`src/rtl/mmdec_pkg.sv`:
```
package mmdec_pkg;

  // operating modes, sampled from the mode strap once after reset
  typedef enum logic [1:0] {
    MODE_SINGLE,
    MODE_EXPANDED,
    MODE_BOOT,
    MODE_TEST
  } mmdec_mode_type;

  // register offsets on the AXI4-Lite bus (byte addresses)
  localparam logic [7:0] OFF_MAP    = 8'h00;
  localparam logic [7:0] OFF_CONFIG = 8'h04;
  localparam logic [7:0] OFF_STATUS = 8'h08;

  // mapping register
  localparam logic [7:0] MAP_RESET      = 8'h01;
  localparam int         MAP_RAM_LSB    = 4;
  localparam int         MAP_REG_LSB    = 0;
  localparam logic [6:0] MAP_WINDOW_CYC = 7'h40;

  // configuration register: eeprom_on at bit 0, eeprom page at bits 7:4
  localparam int         CFG_EEPROM_ON_BIT = 0;
  localparam int         CFG_PAGE_LSB = 4;
  localparam logic [7:0] CFG_RESET    = 8'hF1;

  // status register fields
  localparam int STS_WRITTEN_BIT = 0;
  localparam int STS_WINDOW_BIT  = 1;
  localparam int STS_MODE_LSB    = 2;
  localparam int STS_COUNT_LSB   = 8;

  // region sizes and fixed locations
  localparam logic [11:0] RAM_SIZE       = 12'h400;
  localparam logic [11:0] REGBLK_SIZE    = 12'h060;
  localparam logic [11:0] REGBLK_MAP_OFF = 12'h03D;
  localparam logic [3:0]  EE_FIXED_PAGE  = 4'hF;
  localparam logic [2:0]  EE_OFF_TOP     = 3'h7;
  localparam logic [7:0]  BOOT_HI        = 8'hBF;

  // unused locations inside the register block
  localparam logic [11:0] REGBLK_RSV0_LO = 12'h036;
  localparam logic [11:0] REGBLK_RSV0_HI = 12'h037;
  localparam logic [11:0] REGBLK_RSV1_LO = 12'h040;
  localparam logic [11:0] REGBLK_RSV1_HI = 12'h05B;

  // AXI responses
  localparam logic [1:0] RESP_OKAY   = 2'h0;
  localparam logic [1:0] RESP_SLVERR = 2'h2;

endpackage

```
`src/rtl/mmdec_top.sv`:
```
// Behaviour
// every 64K address not claimed internally selects the external bus
// 1K RAM sits on any 4K page chosen by the mapping register
// 96-byte register block on any 4K page, page 1 after reset
// reset map: RAM 0000-03FF, register block 1000-105F
// EEPROM answers only while eeprom_on is set
// expanded/test: EEPROM at offsets E00-FFF of configured page
// single-chip/bootstrap: EEPROM fixed at FE00-FFFF
// boot ROM at BF00-BFFF in bootstrap mode only
// register block beats RAM, boot ROM beats EEPROM
// RAM and register pages independent; hidden RAM simply unreachable
// normal modes: one map write, only within 64 cycles of reset
// reset loads mapping register with 01
// map bits 7:4 give the RAM page
// map bits 3:0 give the register block page
// page field forms address bits 15:12, low 12 bits are offset
// internal hit blocks external read data from the internal bus
// unused register block locations read undriven, no other source
// special modes bypass the write-once protection
// exactly one select is active for every address
//
// Added by the designer: the AXI4-Lite slave port and the address map.
`timescale 1ns/100ps
module mmdec_top
  import mmdec_pkg::*;
(
  // clock and reset
  input  wire logic        sys_clk_in,
  input  wire logic        rst_n_in,
  // mode strap
  input  wire logic [1:0]  mode_in,
  // cpu internal bus
  input  wire logic [15:0] cpu_addr_in,
  input  wire logic        cpu_rd_in,
  input  wire logic        cpu_wr_in,
  input  wire logic [7:0]  cpu_wdata_in,
  // region selects
  output logic             ram_sel_out,
  output logic             regblk_sel_out,
  output logic             eeprom_sel_out,
  output logic             bootrom_sel_out,
  output logic             ext_sel_out,
  output logic             ext_data_en_out,
  output logic             regblk_unused_out,
  output logic [11:0]      offset_out,
  // axi4-lite slave
  input  wire logic [7:0]  s_axi_awaddr,
  input  wire logic        s_axi_awvalid,
  output logic             s_axi_awready,
  input  wire logic [31:0] s_axi_wdata,
  input  wire logic [3:0]  s_axi_wstrb,
  input  wire logic        s_axi_wvalid,
  output logic             s_axi_wready,
  output logic [1:0]       s_axi_bresp,
  output logic             s_axi_bvalid,
  input  wire logic        s_axi_bready,
  input  wire logic [7:0]  s_axi_araddr,
  input  wire logic        s_axi_arvalid,
  output logic             s_axi_arready,
  output logic [31:0]      s_axi_rdata,
  output logic [1:0]       s_axi_rresp,
  output logic             s_axi_rvalid,
  input  wire logic        s_axi_rready
);

  function automatic logic page_hit(input logic [15:0] addr, input logic [3:0] page,
                                    input logic [11:0] size);
    page_hit = (addr[15:12] == page) && (addr[11:0] < size);
  endfunction

  function automatic logic known_off(input logic [7:0] off);
    known_off = (off == OFF_MAP) || (off == OFF_CONFIG) || (off == OFF_STATUS);
  endfunction

  logic [7:0]     map_reg;
  logic [7:0]     cfg_reg;
  logic           map_written;
  logic [6:0]     e_count;
  mmdec_mode_type mode;
  logic           mode_taken;

  logic           aw_held;
  logic [7:0]     aw_addr;
  logic           w_held;
  logic [31:0]    w_data;
  logic [3:0]     w_strb;

  // mode and page decode
  wire logic       special   = (mode == MODE_BOOT) || (mode == MODE_TEST);
  wire logic       fixed_ee  = (mode == MODE_SINGLE) || (mode == MODE_BOOT);
  wire logic       window    = (e_count < MAP_WINDOW_CYC);
  wire logic [3:0] ram_page  = map_reg[MAP_RAM_LSB +: 4];
  wire logic [3:0] reg_page  = map_reg[MAP_REG_LSB +: 4];
  wire logic       eeprom_on = cfg_reg[CFG_EEPROM_ON_BIT];
  wire logic [3:0] ee_page   = fixed_ee ? EE_FIXED_PAGE : cfg_reg[CFG_PAGE_LSB +: 4];

  // region hits before priority
  wire logic reg_hit  = page_hit(cpu_addr_in, reg_page, REGBLK_SIZE);
  wire logic ram_hit  = page_hit(cpu_addr_in, ram_page, RAM_SIZE);
  wire logic boot_hit = (mode == MODE_BOOT) && (cpu_addr_in[15:8] == BOOT_HI);
  wire logic ee_hit   = eeprom_on && (cpu_addr_in[15:12] == ee_page)
                        && (cpu_addr_in[11:9] == EE_OFF_TOP);

  // priority: register block, RAM, boot ROM, EEPROM, external
  wire logic next_reg  = reg_hit;
  wire logic next_ram  = ram_hit && !reg_hit;
  wire logic next_boot = boot_hit && !reg_hit && !ram_hit;
  wire logic next_ee   = ee_hit && !boot_hit && !reg_hit && !ram_hit;
  wire logic next_ext  = !(reg_hit || ram_hit || boot_hit || ee_hit);

  wire logic [11:0] reg_off     = cpu_addr_in[11:0];
  wire logic        next_unused = reg_hit &&
      (((reg_off >= REGBLK_RSV0_LO) && (reg_off <= REGBLK_RSV0_HI)) ||
       ((reg_off >= REGBLK_RSV1_LO) && (reg_off <= REGBLK_RSV1_HI)));

  // mapping register write sources and protection
  wire logic aw_take   = s_axi_awvalid && s_axi_awready;
  wire logic w_take    = s_axi_wvalid && s_axi_wready;
  wire logic wr_fire   = aw_held && w_held && !s_axi_bvalid;
  wire logic axi_map   = wr_fire && (aw_addr == OFF_MAP) && w_strb[0];
  wire logic axi_cfg   = wr_fire && (aw_addr == OFF_CONFIG) && w_strb[0];
  wire logic cpu_map   = cpu_wr_in && reg_hit && (reg_off == REGBLK_MAP_OFF);
  wire logic map_req   = axi_map || cpu_map;
  wire logic map_allow = special || (window && !map_written);
  wire logic map_load  = map_req && map_allow;
  wire logic [7:0] next_map = axi_map ? w_data[7:0] : cpu_wdata_in;
  wire logic wr_known  = known_off(aw_addr);

  // read decode
  wire logic ar_take = s_axi_arvalid && s_axi_arready;
  wire logic [31:0] status_word =
      (32'(map_written) << STS_WRITTEN_BIT) | (32'(window) << STS_WINDOW_BIT)
      | (32'(mode) << STS_MODE_LSB) | (32'(e_count) << STS_COUNT_LSB);
  wire logic [31:0] next_rdata =
      (s_axi_araddr == OFF_MAP)    ? {24'h000000, map_reg} :
      (s_axi_araddr == OFF_CONFIG) ? {24'h000000, cfg_reg} :
      (s_axi_araddr == OFF_STATUS) ? status_word : 32'h00000000;
  wire logic rd_known = known_off(s_axi_araddr);

  assign s_axi_awready = !aw_held;
  assign s_axi_wready  = !w_held;
  assign s_axi_arready = !s_axi_rvalid;

  // mode strap caught once after reset release
  always_ff @(posedge sys_clk_in or negedge rst_n_in) begin
    if (!rst_n_in) begin
      mode       <= MODE_SINGLE;
      mode_taken <= 1'b0;
    end else if (!mode_taken) begin
      mode       <= mmdec_mode_type'(mode_in);
      mode_taken <= 1'b1;
    end
  end

  // cycle count since reset, saturating at the window length
  always_ff @(posedge sys_clk_in or negedge rst_n_in) begin
    if (!rst_n_in) begin
      e_count <= 7'h00;
    end else if (window) begin
      e_count <= e_count + 7'h01;
    end
  end

  // mapping and configuration registers
  always_ff @(posedge sys_clk_in or negedge rst_n_in) begin
    if (!rst_n_in) begin
      map_reg     <= MAP_RESET;
      map_written <= 1'b0;
      cfg_reg     <= CFG_RESET;
    end else begin
      if (map_load) begin
        map_reg <= next_map;
      end
      if (map_req) begin
        map_written <= map_written || map_allow;
      end
      if (axi_cfg) begin
        cfg_reg <= w_data[7:0];
      end
    end
  end

  // registered selects
  always_ff @(posedge sys_clk_in or negedge rst_n_in) begin
    if (!rst_n_in) begin
      ram_sel_out       <= 1'b0;
      regblk_sel_out    <= 1'b0;
      eeprom_sel_out    <= 1'b0;
      bootrom_sel_out   <= 1'b0;
      ext_sel_out       <= 1'b1;
      ext_data_en_out   <= 1'b0;
      regblk_unused_out <= 1'b0;
      offset_out        <= 12'h000;
    end else begin
      ram_sel_out       <= next_ram;
      regblk_sel_out    <= next_reg;
      eeprom_sel_out    <= next_ee;
      bootrom_sel_out   <= next_boot;
      ext_sel_out       <= next_ext;
      ext_data_en_out   <= next_ext && cpu_rd_in;
      regblk_unused_out <= next_unused;
      offset_out        <= reg_off;
    end
  end

  // axi write channels
  always_ff @(posedge sys_clk_in or negedge rst_n_in) begin
    if (!rst_n_in) begin
      aw_held      <= 1'b0;
      aw_addr      <= 8'h00;
      w_held       <= 1'b0;
      w_data       <= 32'h00000000;
      w_strb       <= 4'h0;
      s_axi_bvalid <= 1'b0;
      s_axi_bresp  <= RESP_OKAY;
    end else begin
      if (aw_take) begin
        aw_held <= 1'b1;
        aw_addr <= s_axi_awaddr;
      end
      if (w_take) begin
        w_held <= 1'b1;
        w_data <= s_axi_wdata;
        w_strb <= s_axi_wstrb;
      end
      if (wr_fire) begin
        aw_held      <= 1'b0;
        w_held       <= 1'b0;
        s_axi_bvalid <= 1'b1;
        s_axi_bresp  <= wr_known ? RESP_OKAY : RESP_SLVERR;
      end else if (s_axi_bready) begin
        s_axi_bvalid <= 1'b0;
      end
    end
  end

  // axi read channel
  always_ff @(posedge sys_clk_in or negedge rst_n_in) begin
    if (!rst_n_in) begin
      s_axi_rvalid <= 1'b0;
      s_axi_rdata  <= 32'h00000000;
      s_axi_rresp  <= RESP_OKAY;
    end else if (ar_take) begin
      s_axi_rvalid <= 1'b1;
      s_axi_rdata  <= next_rdata;
      s_axi_rresp  <= rd_known ? RESP_OKAY : RESP_SLVERR;
    end else if (s_axi_rready) begin
      s_axi_rvalid <= 1'b0;
    end
  end

  // checks
  sel_onehot_a: assert property (@(posedge sys_clk_in) disable iff (!rst_n_in)
    $onehot({ram_sel_out, regblk_sel_out, eeprom_sel_out, bootrom_sel_out, ext_sel_out}))
    else $error("selects not one-hot");

  map_reset_a: assert property (@(posedge sys_clk_in) disable iff (!rst_n_in)
    !map_written |-> (map_reg == MAP_RESET))
    else $error("mapping register left reset value without a write");

  map_window_a: assert property (@(posedge sys_clk_in) disable iff (!rst_n_in)
    (!special && !window) |=> $stable(map_reg))
    else $error("mapping register changed after the window");

  map_once_a: assert property (@(posedge sys_clk_in) disable iff (!rst_n_in)
    (!special && map_written) |=> $stable(map_reg))
    else $error("mapping register written twice");

  special_write_a: assert property (@(posedge sys_clk_in) disable iff (!rst_n_in)
    (special && axi_map) |=> (map_reg == $past(w_data[7:0])))
    else $error("special mode map write not taken");

  window_len_a: assert property (@(posedge sys_clk_in) disable iff (!rst_n_in)
    $fell(window) |-> ($past(e_count) == (MAP_WINDOW_CYC - 7'h01)))
    else $error("write window length wrong");

  reg_prio_a: assert property (@(posedge sys_clk_in) disable iff (!rst_n_in)
    (reg_hit && ram_hit) |=> (regblk_sel_out && !ram_sel_out))
    else $error("RAM won over register block");

  boot_only_a: assert property (@(posedge sys_clk_in) disable iff (!rst_n_in)
    (mode != MODE_BOOT) |=> !bootrom_sel_out)
    else $error("boot ROM selected outside bootstrap mode");

  ee_enable_a: assert property (@(posedge sys_clk_in) disable iff (!rst_n_in)
    !eeprom_on |=> !eeprom_sel_out)
    else $error("EEPROM selected while disabled");

  ee_fixed_a: assert property (@(posedge sys_clk_in) disable iff (!rst_n_in)
    (fixed_ee && eeprom_on && (cpu_addr_in[15:9] == {EE_FIXED_PAGE, EE_OFF_TOP})
     && !reg_hit && !ram_hit && !boot_hit) |=> eeprom_sel_out)
    else $error("EEPROM missing at FE00-FFFF");

  ext_block_a: assert property (@(posedge sys_clk_in) disable iff (!rst_n_in)
    (cpu_rd_in && !next_ext) |=> (!ext_data_en_out && !ext_sel_out))
    else $error("external data enabled on internal hit");

  ram_page_a: assert property (@(posedge sys_clk_in) disable iff (!rst_n_in)
    ((cpu_addr_in[15:12] == map_reg[MAP_RAM_LSB +: 4]) && (cpu_addr_in[11:0] < RAM_SIZE)
     && !reg_hit) |=> ram_sel_out)
    else $error("RAM missing on its page");

  ram_end_a: assert property (@(posedge sys_clk_in) disable iff (!rst_n_in)
    (cpu_addr_in[11:0] >= RAM_SIZE) |=> !ram_sel_out)
    else $error("RAM selected past its 1K size");

  reg_page_a: assert property (@(posedge sys_clk_in) disable iff (!rst_n_in)
    ((cpu_addr_in[15:12] == map_reg[MAP_REG_LSB +: 4]) && (cpu_addr_in[11:0] < REGBLK_SIZE))
    |=> regblk_sel_out)
    else $error("register block missing on its page");

  reg_end_a: assert property (@(posedge sys_clk_in) disable iff (!rst_n_in)
    (cpu_addr_in[11:0] >= REGBLK_SIZE) |=> !regblk_sel_out)
    else $error("register block selected past 96 bytes");

  offset_a: assert property (@(posedge sys_clk_in) disable iff (!rst_n_in)
    1'b1 |=> (offset_out == $past(cpu_addr_in[11:0])))
    else $error("offset is not the low twelve address bits");

  ext_free_a: assert property (@(posedge sys_clk_in) disable iff (!rst_n_in)
    (!eeprom_on && (mode != MODE_BOOT) && !reg_hit && !ram_hit) |=> ext_sel_out)
    else $error("unclaimed address not given to the external bus");

  ee_page_a: assert property (@(posedge sys_clk_in) disable iff (!rst_n_in)
    (!fixed_ee && (cpu_addr_in[15:12] != cfg_reg[CFG_PAGE_LSB +: 4])) |=> !eeprom_sel_out)
    else $error("EEPROM selected off its configured page");

  ee_fix_page_a: assert property (@(posedge sys_clk_in) disable iff (!rst_n_in)
    (fixed_ee && (cpu_addr_in[15:12] != EE_FIXED_PAGE)) |=> !eeprom_sel_out)
    else $error("EEPROM selected off the top page");

  boot_addr_a: assert property (@(posedge sys_clk_in) disable iff (!rst_n_in)
    (cpu_addr_in[15:8] != BOOT_HI) |=> !bootrom_sel_out)
    else $error("boot ROM selected outside its 256 bytes");

  ext_data_a: assert property (@(posedge sys_clk_in) disable iff (!rst_n_in)
    ext_data_en_out |-> ext_sel_out)
    else $error("external data enabled without external select");

  unused_in_a: assert property (@(posedge sys_clk_in) disable iff (!rst_n_in)
    regblk_unused_out |-> regblk_sel_out)
    else $error("unused flag raised outside the register block");

  written_keep_a: assert property (@(posedge sys_clk_in) disable iff (!rst_n_in)
    map_written |=> map_written)
    else $error("write-once flag cleared without reset");

  cpu_special_a: assert property (@(posedge sys_clk_in) disable iff (!rst_n_in)
    (special && cpu_map && !axi_map) |=> (map_reg == $past(cpu_wdata_in)))
    else $error("special mode cpu map write not taken");

endmodule

```
`config.mk`:
```
export PLATFORM = sky130hd
export DESIGN_NAME = mmdec_top
export DESIGN_NICKNAME = d
export VERILOG_FILES = /design/src/rtl/mmdec_pkg.sv /design/src/rtl/mmdec_top.sv
export SDC_FILE = /design/constraint.sdc
export NUM_CORES = 1
export LEC_CHECK = 0
export BUFFER_PORTS_ARGS = -buffer_cell sky130_fd_sc_hd__buf_2
export CORE_ASPECT_RATIO = 0.9
export CORE_MARGIN = 5
export CORE_UTILIZATION = 35
export DETAILED_ROUTE_END_ITERATION = 12
export HOLD_SLACK_MARGIN = 0.05
export MAX_ROUTING_LAYER = met4
export REMOVE_ABC_BUFFERS = 1
export SLEW_MARGIN = 10
export SYNTH_ARGS = -nofsm -noshare
export SYNTH_HDL_FRONTEND = slang
export SYNTH_SLANG_ARGS = --single-unit
```
`constraint.sdc`:
```
create_clock -name sys_clk_in -period 5.4 [get_ports sys_clk_in]
set_clock_uncertainty 0.1 [all_clocks]
set_input_delay 0.27 -clock sys_clk_in [delete_from_list [all_inputs] [get_ports sys_clk_in]]
set_output_delay 0.27 -clock sys_clk_in [all_outputs]
set_load 0.005 [all_outputs]
```
==> metrics.md <==
| Metric | Value |
|---|---|
| Status | finished clean |
| Vias | 2547 |
| EDFF count, synth | 0 |
| GR Overflow Total | 0 |
| Number of cells on the critical path | 5 |
| Die Ht | 107 microns |
| FFs w/ async S/R, synth | 1.00 |
| CP required | 5.51 ns |
| WP buf/inv | 0 |
| Int Power | 1.42 mW |
| Met3 WL | 587 microns |
| Final Max Slew Viols | 0 |
| Synth unique cells | 39 |
| Total core area | 0.0103 sq mm |
| Worst skew pair latency | 0.34 ns |
| Synth top area share | 0.521 |
| Vias in the first global route | 2653 |
| Max FO, Critical Path | 9 |
| Row count | 35 |
| Gate power share | 0.155 |
| Largest regs | s_axi_rdata x15, offset_out x12 |
| Register Area | 0.00211 sq mm |
| Final setup violating endpoints | 0 |
| Cell area after synthesis | 0.00370 sq mm |
| Fmax | 0.416 GHz |
| Initial Util | 0.359 |
| Initial DRC count | 99 |
| Reg2reg path depth | 5 |
| Die width | 118 microns |
| Share of cells above drive strength 1 | 0.372 |
| Final WL | 8430 microns |
| Final Hold Slack | 0.0189 ns |
| Nets | 497 |
| CP Capture Point | map_reg[4]$_DFFE_PN0P_ |
| LEAKAGE | 2.31 nW |
| Top routing layer used | met4 |
| Worst hold path class | in2async |
| PortBufs | 100 |
| CTS sink cnt | 84 |
| Post-Syn Area per Cell | 12.8 sq um |
| Reg2Reg Setup Slack | 2.99 ns |
| Synth warn | 0 |
| Top post-synthesis cells by area | dfrtp_1, mux2_2, dfstp_2 |
| Post-DRT Antenna Nets | 0 |
| Largest Register | s_axi_rdata |
| DRC | 0 |
| Crit path time final | 2.41 ns |
| Boundary pin count | 147 |
| Power density cells | 390 mW/mm^2 |
| CP startpoint | aw_addr[1]$_DFFE_PN0P_ |
| Final hold violations | 0 |
| Placed cell count | 508 |
| Worst R2R Start | aw_addr[1]$_DFFE_PN0P_ |
| Slowest-stage cell, CP | nor4_1 |
| CP Data Arrival Time | 2.52 ns |
| H-tree Lvls | 3 |
| FF+latch count, synth | 84 |
| Clock Path Buffers | 2 |
| CTS clock-pin slew for the worst setup and hold paths | 0.06 ns |
| Total power | 1.87 mW |
| Worst path max stage delay | 0.59 ns |
| Leading area contributor after synthesis | dfrtp_1 |
| First-pass GRT wire length | 13700 microns |
| Drt pass-1 iters | 4 |
| Number of flip-flops in the largest register | 15 |
| Power share of the sequential group | 0.446 |
| Post-synthesis sequential area ratio | 0.571 |
| MaxCap Viol Count | 0 |
| Area Overhead vs Synth | 30.2% |
| Post-CTS sizing | 0 |
| Final TNS setup | 0 ns |
| Worst-Margin Slew | 1.05 ns |
| Cells along the critical path | nor4_4, nand2_2, nor4_1, a22oi_2, mux2_1 |
| Tot GR Track Use | 0.141 |
| P_sw | 0.457 mW |
| Gpl congestion | 0.780 |
| Drt via density | 4.68 |
| Setup CP Type | reg2reg |
| CP Launch Type | flip-flop |
| Root Driver | clkbuf_16 |
| Sw Share | 0.244 |
| R2R Path End | map_reg[4]$_DFFE_PN0P_ |
| Area of the multi-input gates | 0.00146 sq mm |
| Routed WL per cell | 15.5 microns |
| CP endpoint kind | flip-flop |
| Top FF cell, synth | dfrtp_1 |
| CTS buffer count | 9 |
| Final period util | 0.445 |
| Wire length on met2 | 3930 microns |
| Crit path max-delay family | simple AND/OR/NAND/NOR gates |
| CTS tree | yes |
| Die area | 0.0127 sq mm |
| Clock network fraction of total power | 0.399 |
| Fill cells | 962 |
| Met1 wire length | 3860 microns |
| Slew HR | 0.299 |
| Largest net degree at the start of global routing | 85 |
| Postcts setup bufs | 0 |
| Unrepaired setup endpoints after global routing | false |
| Max VDD drop | 0.227 mV |
| Number of antenna violations at the first check in global routing | 1 |
| Mapped Cells | 288 |
| Final std cells w/o fill | 544 |
| Placed wire-length estimate | 6180 microns |
## worst register-to-register path, cell delays in order (launching register included)
cell	delay, ns
dfrtp_1	0.41
nor4_4	0.32
nand2_2	0.12
nor4_1	0.59
a22oi_2	0.33
mux2_1	0.41
## layout make-up
| class | count | share of cell area |
|---|---|---|
| inverters | 5 | 0.00390 |
| multi-input cells | 190 | 0.303 |
| clock inverters | 4 | 0.0250 |
| diodes | 1 | 0.000520 |
| repair buffers | 119 | 0.144 |
| clock buffers | 12 | 0.0512 |
| flip-flops and latches | 84 | 0.439 |
| well taps | 129 | 0.0336 |
## worst min-delay path by stage
stage,end,depth (start not counted),start
2_1_floorplan,aw_addr[0]$_DFFE_PN0P_,0,rst_n_in
5_1_grt,w_data[4]$_DFFE_PN0P_,2,s_axi_wdata[4]
3_5_place_dp,offset_out[10]$_DFF_PN0_,1,cpu_addr_in[10]
3_3_place_gp,offset_out[10]$_DFF_PN0_,1,cpu_addr_in[10]
4_1_cts,w_data[4]$_DFFE_PN0P_,2,s_axi_wdata[4]
6_report,w_data[6]$_DFFE_PN0P_,1,rst_n_in
## synthesized netlist by cell type, types with 2 or more instances
master	n
conb_1	2
mux2_2	28
nor3_1	3
a22o_1	11
mux2i_1	8
buf_2	2
clkbuf_1	5
nand4_1	2
nand2_1	17
nor2_1	8
xor2_1	7
nand2b_1	5
mux2_1	16
nor3b_1	2
nor2b_1	8
o21ai_0	12
nor4_4	3
nor4_1	4
xnor2_1	9
a21oi_1	3
dfstp_2	7
nand3_1	4
nand4b_1	6
o21a_1	2
inv_1	5
o21bai_1	2
buf_4	19
dfrtp_1	77
## kinds of logic after synthesis
| kind of cell | synth area share |
|---|---|
| flops | 0.571 |
| simple gates | 0.111 |
| mux | 0.156 |
| compound gates | 0.0663 |
| buf+inv | 0.0528 |
| xor+xnor | 0.0379 |
| other cells | 0.00203 |
| fa+ha+maj | 0.00338 |
## layer usage
metal,vias up,global-route usage
met2,72,0.212
met3,5,0.0589
met1,1242,0.179
li1,1228,-
met4,0,0.0295
met5,-,-
## power groups by stage
stage               Clock, mW  Sequential [mW]  Combinational, mW
finish                  0.747            0.836              0.291
global route            0.797            0.853              0.324
CTS                     0.768            0.838              0.296
detailed placement          0            0.848              0.284
global placement            0            0.843              0.275
floorplan                   0            0.823              0.188
## what timing repair did
action | CTS | global route
hold buffers | 17 | 2
endpoints found under the setup margin | 0 | 0
endpoints found under the hold margin | 17 | 2
## through the flow
step | utilization | setup slack (ns) | instance area, sq um
floorplan | - | 3.34 | 3590
global placement | 0.413 | 2.97 | 4250
detailed placement | 0.413 | 2.91 | 4250
CTS | 0.465 | 2.89 | 4790
global route | 0.467 | 2.84 | 4810
finish | 0.467 | 2.99 | 4810
## cell usage in the layout (no fill, tap or decap), types with 9 or more instances in the layout
| cell type | instances |
|---|---|
| conb_1 | 20 |
| xnor2_1 | 9 |
| a22o_1 | 11 |
| clkbuf_16 | 9 |
| o21ai_0 | 12 |
| mux2_1 | 16 |
| dlygate4sd3_1 | 19 |
| dfrtp_1 | 77 |
| mux2_2 | 28 |
| nand2_1 | 17 |
| buf_2 | 99 |
Note: power is estimated with default switching activity, not from simulation.
